**config.mk**
```make
export PLATFORM = sky130hd
export DESIGN_NAME = psc_status
export DESIGN_NICKNAME = d
export VERILOG_FILES = /design/src/core/psc_pkg.sv /design/src/core/psc_mode_dec.sv /design/src/core/psc_status.sv
export SDC_FILE = /design/constraint.sdc
export NUM_CORES = 1
export LEC_CHECK = 0
export ABC_AREA = 1
export BUFFER_PORTS_ARGS = -buffer_cell sky130_fd_sc_hd__buf_2
export CORE_ASPECT_RATIO = 1.2
export CORE_MARGIN = 5
export CORE_UTILIZATION = 30
export CTS_CLUSTER_DIAMETER = 40
export DETAILED_ROUTE_END_ITERATION = 10
export PLACE_DENSITY = 0.79
export SLEW_MARGIN = 25
export SYNTH_ARGS = -nofsm -noshare
export SYNTH_HDL_FRONTEND = slang
export SYNTH_SLANG_ARGS = --single-unit
```
**constraint.sdc**
```tcl
create_clock -name ref_clk_i -period 1 [get_ports ref_clk_i]
set_input_delay 0.05 -clock ref_clk_i [delete_from_list [all_inputs] [get_ports ref_clk_i]]
set_output_delay 0.05 -clock ref_clk_i [all_outputs]
set_load 0.02 [all_outputs]
```
**src/core/psc_pkg.sv**
```systemverilog
// Notes on behaviour
// - Interrupts enabled: enable set, levels clear, no debug
// - Mask field bits 15:8 gates eight lines
// - User mode: levels clear, no debug, field 2
// - User mode reaches only mapped user segment
// - Supervisor mode: levels clear, no debug, field 1
// - Supervisor: user segment and upper segment, no system control
// - Kernel: no debug and any level or field 0
// - Kernel reaches everything except debug resources
// - Kernel at reset and events; left when conditions clear
// - Debug flag set gives debug mode, everything
// - Unusable coprocessor access raises an exception
// - Bit 31 hardwired zero, read only
// - Bit 30 read only, reads zero
// - Bit 29 gates floating-point unit access
package psc_pkg;

  // Field positions of the status and control register
  localparam int unsigned POS_COP3_USABLE = 31;
  localparam int unsigned POS_COP2_USABLE = 30;
  localparam int unsigned POS_FPU_USABLE = 29;
  localparam int unsigned POS_DSP_ENABLE = 24;
  localparam int unsigned POS_IRQ_MASK_HI = 15;
  localparam int unsigned POS_IRQ_MASK_LO = 8;
  localparam int unsigned POS_USER_SELECT = 4;
  localparam int unsigned POS_SUPER_SELECT = 3;
  localparam int unsigned POS_ERROR_LEVEL = 2;
  localparam int unsigned POS_EXC_LEVEL = 1;
  localparam int unsigned POS_GLOBAL_IE = 0;

  // Bits that software can write; all others read as zero
  localparam logic [31:0] STATUS_WR_MASK = 32'h2100_ff1f;
  // Reset value: error level set so the core starts in kernel mode
  localparam logic [31:0] STATUS_RESET = 32'h0000_0004;

  // User/supervisor field encodings
  localparam logic [1:0] USF_KERNEL = 2'h0;
  localparam logic [1:0] USF_SUPER = 2'h1;
  localparam logic [1:0] USF_USER = 2'h2;

  // Address segment boundaries, top three address bits
  localparam logic [2:0] SEG_UPPER_TOP = 3'h7;

  // Privilege modes, Gray coded along kernel-super-user-debug
  typedef enum logic [1:0] {
    PSC_MODE_KERNEL = 2'b00,
    PSC_MODE_SUPER = 2'b01,
    PSC_MODE_USER = 2'b11,
    PSC_MODE_DEBUG = 2'b10
  } psc_mode_e;

endpackage : psc_pkg

```
**src/core/psc_mode_dec.sv**
```systemverilog
`timescale 1ns/1ns
// Privilege mode decode and address region check
module psc_mode_dec
  import psc_pkg::*;
(
  // Status bits and debug flag
  input wire logic exception_level_i,
  input wire logic error_level_i,
  input wire logic debug_mode_flag_i,
  input wire logic [1:0] user_field_i,
  // Address to check
  input wire logic [31:0] addr_i,
  // Decoded results
  output psc_mode_e mode_o,
  output logic addr_ok_o
);

  // True for the mapped user segment (lower half of space)
  function automatic logic in_user_seg(input logic [31:0] a);
    in_user_seg = ~a[31];
  endfunction : in_user_seg

  // True for the upper half of mapped kernel segment two
  function automatic logic in_upper_seg(input logic [31:0] a);
    in_upper_seg = (a[31:29] == SEG_UPPER_TOP);
  endfunction : in_upper_seg

  // Mode from current bits only, so a write acts next cycle
  always_comb begin
    if (debug_mode_flag_i) begin
      mode_o = PSC_MODE_DEBUG;
    end else if (exception_level_i || error_level_i ||
                 user_field_i == USF_KERNEL) begin
      mode_o = PSC_MODE_KERNEL;
    end else if (user_field_i == USF_USER) begin
      mode_o = PSC_MODE_USER;
    end else if (user_field_i == USF_SUPER) begin
      mode_o = PSC_MODE_SUPER;
    end else begin
      // Field value 3 is undefined; treat as user, the safer side
      mode_o = PSC_MODE_USER;
    end
  end

  // Region reach per mode
  always_comb begin
    case (mode_o)
      PSC_MODE_USER: addr_ok_o = in_user_seg(addr_i);
      PSC_MODE_SUPER: begin
        addr_ok_o = in_user_seg(addr_i) | in_upper_seg(addr_i);
      end
      PSC_MODE_KERNEL: addr_ok_o = 1'b1;
      PSC_MODE_DEBUG: addr_ok_o = 1'b1;
      default: addr_ok_o = 1'b0;
    endcase
  end

endmodule : psc_mode_dec

```
**src/core/psc_status.sv**
```systemverilog
`timescale 1ns/1ns
// Status and control register with interrupt and privilege decode
module psc_status
  import psc_pkg::*;
(
  // Clock and reset
  input wire logic ref_clk_i,
  input wire logic rst_i,
  // System control coprocessor register port
  input wire logic reg_wr_i,
  input wire logic [31:0] reg_wr_data_i,
  output logic [31:0] reg_rd_data_o,
  // Pipeline events
  input wire logic exc_entry_i,
  input wire logic err_entry_i,
  input wire logic eret_i,
  // Debug register mode flag
  input wire logic debug_mode_flag_i,
  // Interrupt lines
  input wire logic [7:0] irq_lines_i,
  output logic [7:0] irq_req_o,
  output logic global_int_enable_o,
  // Privilege mode and memory access check
  output logic [1:0] priv_mode_o,
  input wire logic mem_acc_i,
  input wire logic [31:0] mem_addr_i,
  output logic mem_deny_o,
  // Privileged resource requests
  input wire logic sysctl_acc_i,
  input wire logic dbg_res_acc_i,
  output logic priv_exc_o,
  // Coprocessor and extension requests
  input wire logic cop1_acc_i,
  input wire logic cop2_acc_i,
  input wire logic cop3_acc_i,
  input wire logic dsp_acc_i,
  output logic cop_unusable_exc_o,
  output logic dsp_disabled_exc_o
);

  // Stored fields
  logic global_int_enable_ff; // Global enable
  logic exception_level_ff; // Exception level
  logic error_level_ff; // Error level
  logic user_select_ff; // Upper bit of user/supervisor field
  logic supervisor_select_ff; // Lower bit of that field
  logic [7:0] irq_mask_ff; // Per-line mask
  logic fpu_usable_ff; // Floating-point unit usable
  logic dsp_access_enable_ff; // DSP extension enable
  // Next values
  logic nxt_global_int_enable;
  logic nxt_exception_level;
  logic nxt_error_level;
  logic nxt_user_select;
  logic nxt_supervisor_select;
  logic [7:0] nxt_irq_mask;
  logic nxt_fpu_usable;
  logic nxt_dsp_access_enable;
  // Decoded
  psc_mode_e mode; // Current privilege mode
  logic addr_ok; // Address reachable in this mode
  logic int_en; // Interrupts globally enabled

  // Next register values: software write, then hardware events
  always_comb begin
    nxt_global_int_enable = global_int_enable_ff;
    nxt_exception_level = exception_level_ff;
    nxt_error_level = error_level_ff;
    nxt_user_select = user_select_ff;
    nxt_supervisor_select = supervisor_select_ff;
    nxt_irq_mask = irq_mask_ff;
    nxt_fpu_usable = fpu_usable_ff;
    nxt_dsp_access_enable = dsp_access_enable_ff;
    if (reg_wr_i) begin
      nxt_global_int_enable = reg_wr_data_i[POS_GLOBAL_IE];
      nxt_exception_level = reg_wr_data_i[POS_EXC_LEVEL];
      nxt_error_level = reg_wr_data_i[POS_ERROR_LEVEL];
      nxt_user_select = reg_wr_data_i[POS_USER_SELECT];
      nxt_supervisor_select = reg_wr_data_i[POS_SUPER_SELECT];
      nxt_irq_mask = reg_wr_data_i[POS_IRQ_MASK_HI:POS_IRQ_MASK_LO];
      nxt_fpu_usable = reg_wr_data_i[POS_FPU_USABLE];
      nxt_dsp_access_enable = reg_wr_data_i[POS_DSP_ENABLE];
    end
    // Return clears error level first, else exception level
    if (eret_i) begin
      if (error_level_ff) begin
        nxt_error_level = 1'b0;
      end else begin
        nxt_exception_level = 1'b0;
      end
    end
    // Entry events win over write and return in the same cycle
    if (exc_entry_i) begin
      nxt_exception_level = 1'b1;
    end
    if (err_entry_i) begin
      nxt_error_level = 1'b1;
    end
  end

  // Register stage; reset lands in kernel mode
  always_ff @(posedge ref_clk_i or posedge rst_i) begin
    if (rst_i) begin
      global_int_enable_ff <= STATUS_RESET[POS_GLOBAL_IE];
      exception_level_ff <= STATUS_RESET[POS_EXC_LEVEL];
      error_level_ff <= STATUS_RESET[POS_ERROR_LEVEL];
      user_select_ff <= STATUS_RESET[POS_USER_SELECT];
      supervisor_select_ff <= STATUS_RESET[POS_SUPER_SELECT];
      irq_mask_ff <= STATUS_RESET[POS_IRQ_MASK_HI:POS_IRQ_MASK_LO];
      fpu_usable_ff <= STATUS_RESET[POS_FPU_USABLE];
      dsp_access_enable_ff <= STATUS_RESET[POS_DSP_ENABLE];
    end else begin
      global_int_enable_ff <= nxt_global_int_enable;
      exception_level_ff <= nxt_exception_level;
      error_level_ff <= nxt_error_level;
      user_select_ff <= nxt_user_select;
      supervisor_select_ff <= nxt_supervisor_select;
      irq_mask_ff <= nxt_irq_mask;
      fpu_usable_ff <= nxt_fpu_usable;
      dsp_access_enable_ff <= nxt_dsp_access_enable;
    end
  end

  // Read view; unused bits and the two missing coprocessors read 0
  always_comb begin
    reg_rd_data_o = '0;
    reg_rd_data_o[POS_COP3_USABLE] = 1'b0;
    reg_rd_data_o[POS_COP2_USABLE] = 1'b0;
    reg_rd_data_o[POS_FPU_USABLE] = fpu_usable_ff;
    reg_rd_data_o[POS_DSP_ENABLE] = dsp_access_enable_ff;
    reg_rd_data_o[POS_IRQ_MASK_HI:POS_IRQ_MASK_LO] = irq_mask_ff;
    reg_rd_data_o[POS_USER_SELECT] = user_select_ff;
    reg_rd_data_o[POS_SUPER_SELECT] = supervisor_select_ff;
    reg_rd_data_o[POS_ERROR_LEVEL] = error_level_ff;
    reg_rd_data_o[POS_EXC_LEVEL] = exception_level_ff;
    reg_rd_data_o[POS_GLOBAL_IE] = global_int_enable_ff;
  end

  // Mode and region decode
  psc_mode_dec u_mode_dec (
    .exception_level_i(exception_level_ff),
    .error_level_i(error_level_ff),
    .debug_mode_flag_i(debug_mode_flag_i),
    .user_field_i({user_select_ff, supervisor_select_ff}),
    .addr_i(mem_addr_i),
    .mode_o(mode),
    .addr_ok_o(addr_ok)
  );

  // Interrupt enable and per-line gating
  always_comb begin
    int_en = global_int_enable_ff & ~exception_level_ff &
             ~error_level_ff & ~debug_mode_flag_i;
    irq_req_o = int_en ? (irq_lines_i & irq_mask_ff) : 8'h00;
  end

  // Access checks and exception requests
  always_comb begin
    mem_deny_o = mem_acc_i & ~addr_ok;
    // System control needs kernel or debug; debug port needs debug
    priv_exc_o = (sysctl_acc_i & (mode == PSC_MODE_USER ||
                  mode == PSC_MODE_SUPER)) |
                 (dbg_res_acc_i & (mode != PSC_MODE_DEBUG));
    cop_unusable_exc_o = (cop1_acc_i & ~fpu_usable_ff) |
                         cop2_acc_i | cop3_acc_i;
    dsp_disabled_exc_o = dsp_acc_i & ~dsp_access_enable_ff;
  end

  assign global_int_enable_o = int_en;
  assign priv_mode_o = mode;
endmodule : psc_status

```
==> reports/metrics.cfg <==
[run_status]
run_status = finished with violations
failed_checks = setup timing

[clock_network]
clk_pin_slew_worst_paths_ps = 80
tritoncts.num_buffers = 3
clock_latency_ps = 270
tritoncts_clock_tree = done
root_buffer = sky130_fd_sc_hd__clkbuf_4
cts_num_sinks = 15
clk_path_buf_depth = 2
cts_htree_levels = 1

[synth]
ys_top_cells_by_area = sky130_fd_sc_hd__dfrtp_1, sky130_fd_sc_hd__nand2_1, sky130_fd_sc_hd__buf_4
synth.yosys.seq_area_share = 0.392
post_synth_num_cell_types = 17
synth.cells.most_frequent = sky130_fd_sc_hd__nand2_1, sky130_fd_sc_hd__buf_4, sky130_fd_sc_hd__dfrtp_1
yosys.area.top_type = sky130_fd_sc_hd__dfrtp_1
post-synth-top-count-cell = sky130_fd_sc_hd__nand2_1
postSynthRegisterBits = 15
count_of_flip_flops_with_a_built_in_enable_after_synthesis = 0
yosys_warnings = 0
netlist_instances = 132
mapped_cell_area_um2 = 961
synth_top_area_share = 0.365
ys_async_sr_fraction = 1.00
syn-mean-instance-area_um2 = 7.28
synth_ff_type = sky130_fd_sc_hd__dfrtp_1

[power]
power.internal_mw = 1.05
netSwitchingFraction = 0.334
sequential_power_share = 0.447
cellPowerDensity_nw_per_um2 = 1010
ir_worst_vdd_mv = 0.534
design_power_total_mw = 1.57
static-leakage-power_nw = 0.893
power.share.clock = 0.209
power_switching_uw = 526
combPwrFrac = 0.343

[floorplanning]
horizontal_die_dimension_um = 61.7
initial_utilization = 0.312
floorplan.core_area_um2 = 3080
die_height_um = 72.0
fp.dieArea_um2 = 4440
ioPinCount = 133
row_count = 22

[timing]
setup_viol_count_final = 17
report.final.slew_viol_count = 0
final.setup.worst_slack_ps = -370
grt_setup_unrepaired = true
timing.final.crit_period_ps = 1370
finClkSkew_ps = 0.0659
timing.final.hold_violations = 0
achievable-frequency_mhz = 730
timing.final.crit_share = 1.37

[detailed_routing]
route.detailed.drc = 0
routed-via-count = 1044
totalWireLength_um = 2810
drt-wirelength-per-cell_um = 11.2
antenna_left = 0
drt_pass1_iterations = 4
vias_per_cell = 4.14
drtIter0Drc = 17

[layout]
drive_above_1_share = 0.426
stdcell_area_um2 = 1550
layout.nets = 303
layoutNonFillerInstCount = 252
num_antenna_cells = 0
final_core_utilization = 0.504
flow.area_growth_from_synthesis_pct = 61.7

[global_routing]
grt_overflow_total = 0
grt_start_max_net_pins = 13
grt_antenna_before_repair = 0
grt_pass1_wl_um = 4080
grt_use_total = 0.123
grt_pass1_vias = 945

[setup_path]
sum_of_buffers_and_inverters_on_the_critical_path = 1
critPathSlowestCell = sky130_fd_sc_hd__dfrtp_1
worst-path-max-fanout = 9
r2r.worst_path.cells = 4
setup.worst_path.start_class = register
cp_top_family = simple AND/OR/NAND/NOR gates
worst_ep_required_time_ps = 950
worst-setup-path-type = register to output pin
worstSetupPathDepth = 4
critical_path.endpoint_type = output pin
critical-path-max-stage-delay_ps = 410
arrival_ps = 1320
cp_cell_instances = nor2_4 > nand3_4 > nor2_1 > buf_4

[min_path]
worstHoldPathCells = 3
hold_path.class = primary input to register

[placement]
place_congestion = 0.660
dp_cells = 230
place.port_buffers = 69
preCtsSetupSlack_ps = -95.3
area_of_placed_instances_um2 = 1270
detailed_placer_s_ending_hpwl_um = 2070

[run]
maxCapViolations = 0

-- logic make-up after synthesis --
family	share of synthesized area
and+or+nand+nor	0.310
AOI/OAI and AO/OA	0.0430
other	0.00390
buffers and inverters	0.251
DFF	0.392
-- final timing paths --
check                                        start              endpoint  slack, ps
max in group asynchronous                    rst_i        irq_mask_ff[4]        290
worst max-delay path            exception_level_ff          irq_req_o[1]       -370
worst min-delay path              reg_wr_data_i[2]        error_level_ff         30
min in group asynchronous                    rst_i  dsp_access_enable_ff        270
worst min register to register      irq_mask_ff[4]        irq_mask_ff[4]        500
worst max register to register      error_level_ff        error_level_ff        -20
-- power by group through the flow --
| stage | sequential [mW] | clock (mW) | combinational [mW] |
|---|---|---|---|
| final | 0.704 | 0.330 | 0.540 |
| after global routing | 0.712 | 0.392 | 0.592 |
| after CTS | 0.705 | 0.349 | 0.541 |
| after detailed placement | 0.715 | 0 | 0.452 |
| after global placement | 0.716 | 0 | 0.444 |
| after floorplan | 0.749 | 0 | 0.322 |
-- timing repair --
item / in CTS / in global routing
setup buffers: 2 / 0
pin swaps: 1 / 3
hold endpoints to repair: 22 / 0
resized for setup: 28 / 2
hold buffers: 16 / 0
setup endpoints to repair: 17 / 19
-- area by class of cell --
class | instances | area, µm²
repair buffers | 91 | 627
multi-input cells | 95 | 438
inverters | 11 | 41.3
well taps | 36 | 45.0
fillers | 321 | 1530
clock buffers | 4 | 26.3
flip-flops and latches | 15 | 377
-- per-layer routing --
| metal | global-route usage | share of wire | up-vias |
|---|---|---|---|
| met2 | 0.228 | 0.57 | 45 |
| met3 | 0.0142 | 0.088 | 2 |
| met1 | 0.132 | 0.33 | 474 |
| li1 | - | - | 523 |
| met4 | 0.0566 | 0.012 | 0 |
| met5 | 0 | 0 | - |
-- flip-flops by register name (all words and copies together) (netlist names) --
signal	flops
dsp_access_enable_ff	1
exception_level_ff	1
global_int_enable_ff	1
supervisor_select_ff	1
irq_mask_ff	8
error_level_ff	1
user_select_ff	1
fpu_usable_ff	1
-- layout by cell type (no fill, tap or decap), drive strengths merged, types with 4 or more instances in the layout --
cell type / synthesis / routed
nor2: 14 / 14
inv: 11 / 11
dfrtp: 14 / 14
clkbuf: 0 / 4
conb: 1 / 17
dlygate4sd3: 0 / 16
buf: 27 / 75
o21ai: 5 / 5
nand2: 55 / 55
-- metrics by stage --
step / setup TNS (ps) / hold slack [ps]
floorplan: -132 / -49.2
global placement: -339 / 30.9
detailed placement: -533 / 35.6
CTS: -4830 / 18.4
global route: -6370 / 23.6
finish: -4670 / 34.2
-- worst reg2reg max path, stage by stage (launching register included) --
cell and delay [ps]:
sky130_fd_sc_hd__dfstp_2 560, sky130_fd_sc_hd__buf_4 110, sky130_fd_sc_hd__buf_6 90, sky130_fd_sc_hd__o21ai_1 50, sky130_fd_sc_hd__o21bai_1 140
(Power assumes the default switching activity.)
